==> src/verilog/rws_params.svh <==
// Register map, field positions and reset values of the row sequencer.
// Assumes it is included by bare name from the modules and the bench.
`ifndef RWS_PARAMS_SVH
`define RWS_PARAMS_SVH

// Register indexes on the plain register port
`define RWS_ADDR_TOTAL 7'h01
`define RWS_ADDR_ORIGIN_FIRST 7'h02
`define RWS_ADDR_ORIGIN_LAST 7'h21
`define RWS_ADDR_COUNT_FIRST 7'h22
`define RWS_ADDR_COUNT_LAST 7'h41
`define RWS_ADDR_PHASE 7'h42
`define RWS_ADDR_STRIDE 7'h43
`define RWS_ADDR_SCHEME 7'h44
`define RWS_ADDR_FLIP 7'h45
`define RWS_ADDR_BANKS 7'h51
`define RWS_ADDR_STATUS 7'h52
`define RWS_ADDR_PROGRESS 7'h53

// Field positions
`define RWS_SCHEME_MONO_BIT 0
`define RWS_SCHEME_XY_BIT 1
`define RWS_SCHEME_BIN_BIT 2
`define RWS_SCHEME_MONO_EXP_BIT 3
`define RWS_BANKS_TOP_OFF_BIT 5

// Reset values and limits
`define RWS_NUM_WIN 32
`define RWS_TOTAL_RST 16'h0c00
`define RWS_COUNT_FIRST_RST 16'h0c00
`define RWS_STRIDE_RST 16'h0001
`define RWS_SCHEME_RST 16'h0009
`define RWS_FLIP_MIRROR 2'h2
`define RWS_LAST_ROW 16'h0bff
`define RWS_SUB_LINES_MAX 16'h0600

`endif

==> src/verilog/rws_pkg.sv <==
// Types shared by the row sequencer modules.
// Assumes the constant header sits on the include path.
package rws_pkg;

    // Sequencer states, one-hot
    typedef enum logic [3:0] {
        RWS_IDLE = 4'h1,
        RWS_LOAD = 4'h2,
        RWS_RUN = 4'h4,
        RWS_DONE = 4'h8
    } rws_state_t;

    // Readout scheme in force for the frame
    typedef enum logic [1:0] {
        RWS_NORMAL = 2'h0,
        RWS_ROW_SUB = 2'h1,
        RWS_XY_SUB = 2'h2
    } rws_mode_t;

endpackage

==> src/verilog/rws_row_out.sv <==
// Output stage: maps a logical row to its physical row and bank.
// Assumes one request per clock from the sequencer on the same clock.
`timescale 1ns/1ns
`include "rws_params.svh"

module rws_row_out (
    input wire logic i_clk, // Sequencer clock
    input wire logic i_rst_n, // Asynchronous reset, active low
    input wire logic i_valid, // Row request this cycle
    input wire logic [15:0] i_row, // Logical row number
    input wire logic i_flip, // Vertical reverse
    input wire logic [1:0] i_k, // Low bits of readout row index
    input wire rws_pkg::rws_mode_t i_mode, // Scheme in force
    input wire logic i_one_side, // Bottom bank only
    input wire logic i_last, // Last row of the frame
    output logic o_valid, // Row issued
    output logic [15:0] o_row, // Physical row
    output logic o_top, // Row goes to the top bank
    output logic o_burst_first, // First row of a burst
    output logic o_last // Last row of the frame
);

    logic nxt_top; // Bank for this row
    logic nxt_first; // Row opens a burst

    ////////////////////////////////////////////////////////////////////////
    // Bank split and burst grouping
    always_comb begin
        nxt_top = 1'b0;
        nxt_first = 1'b1;
        if (i_one_side) begin
            // Single-sided: every row on the bottom bank, one per burst
            nxt_top = 1'b0;
            nxt_first = 1'b1;
        end else begin
            unique case (i_mode)
                rws_pkg::RWS_ROW_SUB: begin
                    // Rows 1,4,5,8 bottom and 2,3,6,7 top
                    nxt_top = i_k[0] ^ i_k[1];
                    nxt_first = ~i_k[0];
                end
                rws_pkg::RWS_XY_SUB: begin
                    // Four rows share one burst
                    nxt_top = i_k[1];
                    nxt_first = (i_k == 2'h0);
                end
                default: begin
                    // Normal two-sided readout alternates banks
                    nxt_top = i_k[0];
                    nxt_first = ~i_k[0];
                end
            endcase
        end
    end

    ////////////////////////////////////////////////////////////////////////
    // Registered outputs
    always_ff @(posedge i_clk or negedge i_rst_n) begin
        if (!i_rst_n) begin
            o_valid <= 1'b0;
            o_row <= 16'h0000;
            o_top <= 1'b0;
            o_burst_first <= 1'b0;
            o_last <= 1'b0;
        end else begin
            o_valid <= i_valid;
            o_last <= i_valid & i_last;
            if (i_valid) begin
                // Mirrored readout starts from the last array row
                o_row <= i_flip ? (`RWS_LAST_ROW - i_row) : i_row;
                o_top <= nxt_top;
                o_burst_first <= nxt_first;
            end
        end
    end

endmodule

==> src/verilog/rws_seq.sv <==
// Row window and subsampling sequencer, with its register file.
// Assumes frame starts and register accesses come from the same clock.
//
// Strobed register access was decided locally.
`timescale 1ns/1ns
`include "rws_params.svh"

module rws_seq (
    input wire logic i_clk, // Sequencer clock, 125 MHz
    input wire logic i_rst_n, // Asynchronous reset, active low
    input wire logic [6:0] i_addr, // Register index
    input wire logic [15:0] i_wdata, // Write data
    input wire logic i_wr, // Write strobe
    input wire logic i_rd, // Read strobe
    input wire logic i_frame_start, // Start one readout cycle
    output logic [15:0] o_rdata, // Read data, cycle after strobe
    output logic o_busy, // Readout cycle in progress
    output logic o_frame_done, // Pulse when the cycle ends
    output logic o_row_valid, // Pulse per readout row
    output logic [15:0] o_row, // Physical row being read
    output logic o_row_top, // Row goes to the top bank
    output logic o_burst_first, // Row opens a burst
    output logic o_row_last // Last row of the cycle
);

    ////////////////////////////////////////////////////////////////////////
    // Register file
    logic [15:0] total_ff; // Total readout lines
    logic [15:0] origin_ff [`RWS_NUM_WIN]; // Window start rows
    logic [15:0] count_ff [`RWS_NUM_WIN]; // Window row counts
    logic [15:0] phase_ff; // Skip phase, held for software
    logic [15:0] stride_ff; // Skip stride
    logic [15:0] scheme_ff; // Colour and subsampling control
    logic [1:0] flip_ff; // Vertical flip field
    logic top_off_ff; // Upper bank off
    logic [15:0] rdata_ff; // Read data register
    logic [15:0] nxt_rdata; // Read data mux

    // Sequencer state
    rws_pkg::rws_state_t state_ff; // Sequencer state
    logic [5:0] win_ff; // Window index, 32 means past the end
    logic [15:0] offs_ff; // Row offset inside the window
    logic grp_ff; // Second row of a colour pair
    logic [15:0] lines_ff; // Readout rows issued so far
    logic busy_ff; // Busy output
    logic done_ff; // Done pulse

    // Frame decode
    logic sub_act; // Subsampling in force
    logic mono; // Monochrome array
    rws_pkg::rws_mode_t mode; // Scheme in force
    logic [15:0] eff_total; // Lines to issue
    logic [4:0] win_lo; // Window index inside range
    logic [15:0] cur_row; // Logical row issued now
    logic emit; // Row issued this cycle
    logic last_line; // Issued row is the final one
    logic [16:0] step; // Offset advance
    logic [16:0] nxt_offs; // Offset after advance
    logic win_end; // Window exhausted after this row

    ////////////////////////////////////////////////////////////////////////
    // Register writes; origins and counts reset to one full window
    always_ff @(posedge i_clk or negedge i_rst_n) begin
        if (!i_rst_n) begin
            total_ff <= `RWS_TOTAL_RST;
            for (int i = 0; i < `RWS_NUM_WIN; i++) begin
                origin_ff[i] <= 16'h0000;
                count_ff[i] <= 16'h0000;
            end
            count_ff[0] <= `RWS_COUNT_FIRST_RST;
            phase_ff <= 16'h0000;
            stride_ff <= `RWS_STRIDE_RST;
            scheme_ff <= `RWS_SCHEME_RST;
            flip_ff <= 2'h0;
            top_off_ff <= 1'b0;
        end else if (i_wr) begin
            if (i_addr == `RWS_ADDR_TOTAL) begin
                total_ff <= i_wdata;
            end else if (i_addr >= `RWS_ADDR_ORIGIN_FIRST &&
                         i_addr <= `RWS_ADDR_ORIGIN_LAST) begin
                // Full 16-bit start row per window
                origin_ff[5'(i_addr - `RWS_ADDR_ORIGIN_FIRST)] <=
                    i_wdata;
            end else if (i_addr >= `RWS_ADDR_COUNT_FIRST &&
                         i_addr <= `RWS_ADDR_COUNT_LAST) begin
                // Counts start at index 34
                count_ff[5'(i_addr - `RWS_ADDR_COUNT_FIRST)] <=
                    i_wdata;
            end else if (i_addr == `RWS_ADDR_PHASE) begin
                phase_ff <= i_wdata;
            end else if (i_addr == `RWS_ADDR_STRIDE) begin
                stride_ff <= i_wdata;
            end else if (i_addr == `RWS_ADDR_SCHEME) begin
                scheme_ff <= i_wdata;
            end else if (i_addr == `RWS_ADDR_FLIP) begin
                flip_ff <= i_wdata[1:0];
            end else if (i_addr == `RWS_ADDR_BANKS) begin
                top_off_ff <= i_wdata[`RWS_BANKS_TOP_OFF_BIT];
            end
        end
    end

    ////////////////////////////////////////////////////////////////////////
    // Read mux; unmapped indexes read zero
    always_comb begin
        nxt_rdata = 16'h0000;
        if (i_addr == `RWS_ADDR_TOTAL) begin
            nxt_rdata = total_ff;
        end else if (i_addr >= `RWS_ADDR_ORIGIN_FIRST &&
                     i_addr <= `RWS_ADDR_ORIGIN_LAST) begin
            nxt_rdata = origin_ff[5'(i_addr - `RWS_ADDR_ORIGIN_FIRST)];
        end else if (i_addr >= `RWS_ADDR_COUNT_FIRST &&
                     i_addr <= `RWS_ADDR_COUNT_LAST) begin
            nxt_rdata = count_ff[5'(i_addr - `RWS_ADDR_COUNT_FIRST)];
        end else if (i_addr == `RWS_ADDR_PHASE) begin
            nxt_rdata = phase_ff;
        end else if (i_addr == `RWS_ADDR_STRIDE) begin
            nxt_rdata = stride_ff;
        end else if (i_addr == `RWS_ADDR_SCHEME) begin
            nxt_rdata = scheme_ff;
        end else if (i_addr == `RWS_ADDR_FLIP) begin
            nxt_rdata = {14'h0000, flip_ff};
        end else if (i_addr == `RWS_ADDR_BANKS) begin
            nxt_rdata = 16'(top_off_ff) << `RWS_BANKS_TOP_OFF_BIT;
        end else if (i_addr == `RWS_ADDR_STATUS) begin
            // Busy flag, window index and colour-pair phase
            nxt_rdata = {8'h00, busy_ff, grp_ff, win_ff};
        end else if (i_addr == `RWS_ADDR_PROGRESS) begin
            nxt_rdata = lines_ff;
        end
    end

    // Read data stands only in the cycle after the strobe
    always_ff @(posedge i_clk or negedge i_rst_n) begin
        if (!i_rst_n) begin
            rdata_ff <= 16'h0000;
        end else begin
            rdata_ff <= i_rd ? nxt_rdata : 16'h0000;
        end
    end

    ////////////////////////////////////////////////////////////////////////
    // Frame decode
    always_comb begin
        mono = scheme_ff[`RWS_SCHEME_MONO_BIT];
        // Subsampling is refused on single-sided readout
        sub_act = ~top_off_ff &
            (scheme_ff[`RWS_SCHEME_XY_BIT] | (stride_ff > 16'h0001));
        if (!sub_act) begin
            mode = rws_pkg::RWS_NORMAL;
        end else if (scheme_ff[`RWS_SCHEME_XY_BIT]) begin
            mode = rws_pkg::RWS_XY_SUB;
        end else begin
            mode = rws_pkg::RWS_ROW_SUB;
        end
        // Subsampled frames never issue more than half the array
        if (sub_act && total_ff > `RWS_SUB_LINES_MAX) begin
            eff_total = `RWS_SUB_LINES_MAX;
        end else begin
            eff_total = total_ff;
        end
        win_lo = win_ff[4:0];
        cur_row = 16'(origin_ff[win_lo] + offs_ff);
        emit = (state_ff == rws_pkg::RWS_RUN);
        last_line = (17'(lines_ff) + 17'h00001 >= 17'(eff_total));
    end

    // Offset advance: mono skips stride-1, colour skips pairs
    always_comb begin
        step = 17'h00001;
        if (sub_act) begin
            if (mono) begin
                step = 17'(stride_ff);
            end else if (!grp_ff) begin
                step = 17'h00001;
            end else begin
                step = 17'({stride_ff, 1'b0} - 17'h00001);
            end
        end
        nxt_offs = 17'(offs_ff) + step;
        win_end = (nxt_offs >= 17'(count_ff[win_lo]));
    end

    ////////////////////////////////////////////////////////////////////////
    // Sequencer: windows in ascending order until the total is reached or all 32 windows are passed
    always_ff @(posedge i_clk or negedge i_rst_n) begin
        if (!i_rst_n) begin
            state_ff <= rws_pkg::RWS_IDLE;
            win_ff <= 6'h00;
            offs_ff <= 16'h0000;
            grp_ff <= 1'b0;
            lines_ff <= 16'h0000;
        end else begin
            unique case (state_ff)
                rws_pkg::RWS_IDLE: begin
                    // Starts while a frame runs are ignored
                    if (i_frame_start) begin
                        win_ff <= 6'h00;
                        offs_ff <= 16'h0000;
                        grp_ff <= 1'b0;
                        lines_ff <= 16'h0000;
                        state_ff <= rws_pkg::RWS_LOAD;
                    end
                end
                rws_pkg::RWS_LOAD: begin
                    if (win_ff == 6'(`RWS_NUM_WIN) || eff_total == 16'h0000)
                    begin
                        state_ff <= rws_pkg::RWS_DONE;
                    end else if (count_ff[win_lo] == 16'h0000) begin
                        // Empty window is passed over
                        win_ff <= 6'(win_ff + 6'h01);
                    end else begin
                        offs_ff <= 16'h0000;
                        grp_ff <= 1'b0;
                        state_ff <= rws_pkg::RWS_RUN;
                    end
                end
                rws_pkg::RWS_RUN: begin
                    lines_ff <= 16'(lines_ff + 16'h0001);
                    if (last_line) begin
                        state_ff <= rws_pkg::RWS_DONE;
                    end else if (win_end) begin
                        // Next window restarts the skip offset and the colour-pair phase
                        win_ff <= 6'(win_ff + 6'h01);
                        state_ff <= rws_pkg::RWS_LOAD;
                    end else begin
                        offs_ff <= nxt_offs[15:0];
                        grp_ff <= ~mono & sub_act & ~grp_ff;
                    end
                end
                rws_pkg::RWS_DONE: begin
                    state_ff <= rws_pkg::RWS_IDLE;
                end
                default: begin
                    state_ff <= rws_pkg::RWS_IDLE;
                end
            endcase
        end
    end

    // Busy level and done pulse
    always_ff @(posedge i_clk or negedge i_rst_n) begin
        if (!i_rst_n) begin
            busy_ff <= 1'b0;
            done_ff <= 1'b0;
        end else begin
            busy_ff <= (state_ff == rws_pkg::RWS_LOAD) ||
                (state_ff == rws_pkg::RWS_RUN) ||
                (state_ff == rws_pkg::RWS_IDLE && i_frame_start);
            done_ff <= (state_ff == rws_pkg::RWS_DONE);
        end
    end

    ////////////////////////////////////////////////////////////////////////
    // Row output stage
    rws_row_out u_row_out (
        .i_clk(i_clk),
        .i_rst_n(i_rst_n),
        .i_valid(emit),
        .i_row(cur_row),
        .i_flip(flip_ff == `RWS_FLIP_MIRROR),
        .i_k(lines_ff[1:0]),
        .i_mode(mode),
        .i_one_side(top_off_ff),
        .i_last(last_line),
        .o_valid(o_row_valid),
        .o_row(o_row),
        .o_top(o_row_top),
        .o_burst_first(o_burst_first),
        .o_last(o_row_last)
    );

    assign o_rdata = rdata_ff;
    assign o_busy = busy_ff;
    assign o_frame_done = done_ff;

    ////////////////////////////////////////////////////////////////////////
    // Checks
    reset_window_a: assert property (
        @(posedge i_clk) $rose(i_rst_n) |->
            count_ff[0] == `RWS_COUNT_FIRST_RST && origin_ff[0] == 16'h0000)
        else $error("reset window is not the full array");

    win_ascend_a: assert property (
        @(posedge i_clk) disable iff (!i_rst_n)
        emit |=> win_ff >= $past(win_ff))
        else $error("window index went backwards");

    total_stop_a: assert property (
        @(posedge i_clk) disable iff (!i_rst_n)
        emit && last_line |=> state_ff == rws_pkg::RWS_DONE
            ##1 state_ff == rws_pkg::RWS_IDLE)
        else $error("readout did not stop at the total");

    flip_row_a: assert property (
        @(posedge i_clk) disable iff (!i_rst_n)
        emit |=> o_row_valid && o_row == (($past(flip_ff) == 2'h2) ?
            16'(16'h0bff - $past(cur_row)) : $past(cur_row)))
        else $error("row number does not follow flip setting");

    single_bank_a: assert property (
        @(posedge i_clk) disable iff (!i_rst_n)
        o_row_valid && $past(top_off_ff) |-> !o_row_top)
        else $error("top bank used while switched off");

    mono_skip_a: assert property (
        @(posedge i_clk) disable iff (!i_rst_n)
        emit && mode == rws_pkg::RWS_ROW_SUB && mono && !win_end &&
            !last_line |=> offs_ff == 16'($past(offs_ff) + $past(stride_ff)))
        else $error("monochrome skip distance wrong");

    pair_skip_a: assert property (
        @(posedge i_clk) disable iff (!i_rst_n)
        emit && mode == rws_pkg::RWS_ROW_SUB && !mono && grp_ff &&
            !win_end && !last_line |=> !grp_ff &&
            offs_ff == 16'($past(offs_ff) + 2 * $past(stride_ff) - 1))
        else $error("colour pair skip distance wrong");

    sub_limit_a: assert property (
        @(posedge i_clk) disable iff (!i_rst_n)
        busy_ff && sub_act |-> lines_ff <= 16'h0600)
        else $error("subsampled frame exceeds half height");

    row_bank_a: assert property (
        @(posedge i_clk) disable iff (!i_rst_n)
        o_row_valid && $past(mode) == rws_pkg::RWS_ROW_SUB |->
            o_row_top == ($past(lines_ff[0]) ^ $past(lines_ff[1])))
        else $error("row subsampling bank split wrong");

    xy_burst_a: assert property (
        @(posedge i_clk) disable iff (!i_rst_n)
        o_row_valid && $past(mode) == rws_pkg::RWS_XY_SUB |->
            o_burst_first == ($past(lines_ff[1:0]) == 2'h0))
        else $error("four-row burst grouping wrong");

endmodule

==> config.mk <==
export PLATFORM = sky130hd
export DESIGN_NAME = rws_seq
export DESIGN_NICKNAME = d
export VERILOG_FILES = /design/src/verilog/rws_pkg.sv /design/src/verilog/rws_row_out.sv /design/src/verilog/rws_seq.sv
export VERILOG_INCLUDE_DIRS = /design/src /design/src/verilog
export SDC_FILE = /design/constraint.sdc
export NUM_CORES = 2
export LEC_CHECK = 0
export ABC_CLOCK_PERIOD_IN_PS = 8400
export BUFFER_PORTS_ARGS = -buffer_cell sky130_fd_sc_hd__buf_4
export CORE_ASPECT_RATIO = 0.75
export CORE_MARGIN = 5
export CORE_UTILIZATION = 55
export CTS_CLUSTER_SIZE = 40
export DETAILED_ROUTE_END_ITERATION = 8
export PLACE_DENSITY = 0.74
export SYNTH_ARGS = -nofsm -noshare
export SYNTH_HDL_FRONTEND = slang
export SYNTH_SLANG_ARGS = --single-unit
==> constraint.sdc <==
create_clock -name i_clk -period 8.4 [get_ports i_clk]
set_clock_uncertainty 0.1 [all_clocks]
set_input_delay 0.84 -clock i_clk [delete_from_list [all_inputs] [get_ports i_clk]]
set_output_delay 0.84 -clock i_clk [all_outputs]
set_load 0.03 [all_outputs]
==> out/metrics.cfg <==
[synth]
synth_compound_area_share_pct=4.74
synth_top_family_by_area=multiplexers
syn_nets=4564
synth_fa_ha_area_share_pct=1.50
synthTopCellsByArea=dfrtp_1 46%, mux2_2 20%, mux4_2 19%
synth_ff_type=dfrtp_1
yosys_warnings=0
ys_types=82
synth_top_area_share_pct=45.9
synthMuxAreaShare_pct=39.4
synthArstFlopShare_pct=100
synth_area_um2=63500
synth-seq-cells=1172
post_synth.cell_area_avg_um2=14.2
synth_xor_area_share_pct=1.02
yosys.area.top_type=dfrtp_1
synthTopCellsByCount=1164 x dfrtp_1, 1104 x mux2_2, 530 x mux4_2, 257 x clkbuf_1, 247 x nand2_1
yosys.area_share.simple_pct=4.38
synth_enable_flop_cells=0
yosysMostFrequentCell=dfrtp_1
ys_seq_area_share_pct=46.2
syn_inst=4461

[setup_path]
worstSetupEndpointType=flop
crit_path_max_incr_delay_ns=0.84
slowest_stage=nor2_1
ff2ff_path_depth=25
crit_end=win_ff[0]
start_kind=flop
reg2reg_to=win_ff[0]
path_class=reg2reg
worst-path-stages=25
cp_num_buf_inv=1
crit_top_cell=o21ai_0
timing.rr.start=stride_ff[0]
cp.required_ns=8.85
cp_top_family=compound AO/OA/AOI/OAI gates
startpoint=stride_ff[0]
cp.arrival_ns=7.57
crit_fanout=16
r2r_slack_ns=1.29

[sta]
timing.slew.headroom_pct=13.5
slew_violations=0
fin_crit_ns=7.11
period_share_pct=84.7
finalSetupViolations=0
worst_slack_ns=1.29
tightestPinTransition_ns=1.29
rsz0062_at_grt=false
hold_viol=0
fmax_mhz=141
timing.setup.tns_ns=0

[cts]
cts_hold_buf=0
cts_sinks=1172
root_buffer=clkbuf_16
clk_pin_slew_ns=0.07
post_cts_buffers=0
clk_path_buf_depth=3
cts_buffers=112
cts_max_level=3
post_cts_resized=0
cts_tree=done
insertion_delay_ns=0.75

[place]
globalplace.congestion=0.954
place_area_um2=65500
io_buffers=65
pre_cts_slack_ns=1.45
dp.cells=5780
hpwlAfterDp_um=125000

[floorplanning]
ios=66
die_height_um=304
placementRows=108
die_x_um=402
core_um2=115000
initial_core_util_pct=55.1
die_area_um2=122000

[finish]
fin_cells=5984
final_layout_size_suffix_gt1_share_pct=46.7
nets=4457
area_growth_pct=8.98
stdcell_area_um2=69200
fin_util_pct=60.1

[global_route]
grt_pass1_vias=42460
track_usage_pct=32.6
antenna_found_initial=8
overflow=0
grt_start_max_net_pins=164
grt_pass1_wl_um=298000

[hold_path]
hp-class=in2async

[detailed_routing]
wl_per_cell_um=33.5
drc=0
drt_wl_total_um=200000
vias=43092
drtAntennaViolNets=0
avgViaCountPerCell=7.20
drt_iter0_drc=5743
firstDrtPassIters=6

[outcome]
status=complete, no violations

[job]
maxCapViolCount=0

[pwr]
p_leak_nw=31.2
p_per_area_nw_per_um2=210
peakVddDrop_uv=177

sequential cells by signal, summed over array words and instances, names as in the netlist, 2 cells and up:
name and flops:
stride_ff 16, count_ff 512, scheme_ff 16, flip_ff 2, u_row_out.o_row 16, total_ff 16, phase_ff 16, state_ff 4
offs_ff 16, origin_ff 512, win_ff 6, lines_ff 16, o_rdata 16
cells by family after synthesis:
family	count (synthesis)
AOI/OAI and AO/OA	451
muxes	1691
buffers and inverters	421
xor gates and xnor gates	74
and+or+nand+nor	577
DFF	1172
adders and majority gates	75
per-layer routing:
metal	share of wire [%]	global-route usage, %
met1	40	47.8
met2	41	43.4
met3	16	15.3
met4	3.4	9.26
met5	0.18	1.68
worst min path at each step:
stage / start / depth (start not counted) / slack, ns / to
final: i_rst_n / 1 / 0.06 / origin_ff[36]
after global routing: i_rst_n / 1 / 0.13 / origin_ff[36]
after CTS: i_rst_n / 1 / 0.08 / origin_ff[36]
after detailed placement: u_row_out.o_row[5] / 2 / 0.37 / u_row_out.o_row[5]
after global placement: state_ff[1] / 1 / 0.36 / o_frame_done
after floorplan: state_ff[1] / 1 / 0.32 / o_frame_done
layout make-up:
class,instances,area (um2)
Fill cell,8679,46000
Inverter,27,104
Sequential cell,1172,29300
Multi-Input combinational cell,2868,32700
Tap cell,1540,1930
Clock buffer,169,3370
Clock inverter,33,277
Timing Repair Buffer,173,1470
Antenna cell,2,5.00
power by group:
part / internal (mW) / leakage, nW / total, mW / switching (mW)
Combinational: 1.31 / 13.4 / 2.72 / 1.41
Clock: 2.82 / 1.82 / 5.11 / 2.29
Sequential: 6.22 / 16.0 / 6.71 / 0.486
Total: 10.3 / 31.2 / 14.5 / 4.18
placed cells by master, fill, tap and decap left out, drive strengths merged, types with 7 or more instances in the layout:
cell type | synthesis | layout
a211oi | 23 | 23
a21o | 14 | 14
a21oi | 68 | 68
a221oi | 7 | 7
a222oi | 9 | 9
a22o | 23 | 23
a22oi | 17 | 17
a31oi | 10 | 10
and3 | 10 | 10
buf | 137 | 173
clkbuf | 257 | 169
clkinv | 1 | 26
dfrtp | 1164 | 1164
dfstp | 8 | 8
ha | 73 | 73
inv | 26 | 30
mux2 | 1104 | 1104
mux2i | 53 | 53
mux4 | 534 | 534
nand2 | 248 | 248
nand2b | 13 | 13
nand3 | 39 | 39
nand4 | 8 | 8
nor2 | 118 | 118
nor2b | 22 | 22
nor3 | 38 | 38
nor3b | 12 | 12
nor4 | 45 | 45
o21ai | 79 | 79
o22a | 7 | 7
o22ai | 132 | 132
xnor2 | 48 | 48
xor2 | 26 | 26
worst register-to-register path: stages, from the launching register on:
cell and delay [ns]:
dfstp_2 0.57, inv_1 0.08, ha_1 0.28, nor2_1 0.14, nor3_1 0.07, a31o_2 0.32
nor2_1 0.84, nand2_1 0.11, o21ai_0 0.18, ha_1 0.30, a21o_1 0.19, a21oi_1 0.23
nor2b_1 0.09, o41ai_1 0.43, o21ai_0 0.25, o41a_1 0.41, a311oi_1 0.32, xnor2_1 0.14
ha_1 0.22, a2111oi_0 0.35, o21ai_0 0.14, o21ai_0 0.12, nand4_1 0.14, o211ai_1 0.51
nand2_1 0.23, mux2i_1 0.17
metrics by stage:
stage,total power [mW],hold WS (ns)
final,14.5,0.0598
after global routing,15.0,0.129
after CTS,14.5,0.0786
after detailed placement,9.44,0.374
after global placement,9.36,0.362
after floorplan,8.48,0.324
(Power assumes the default switching activity.)
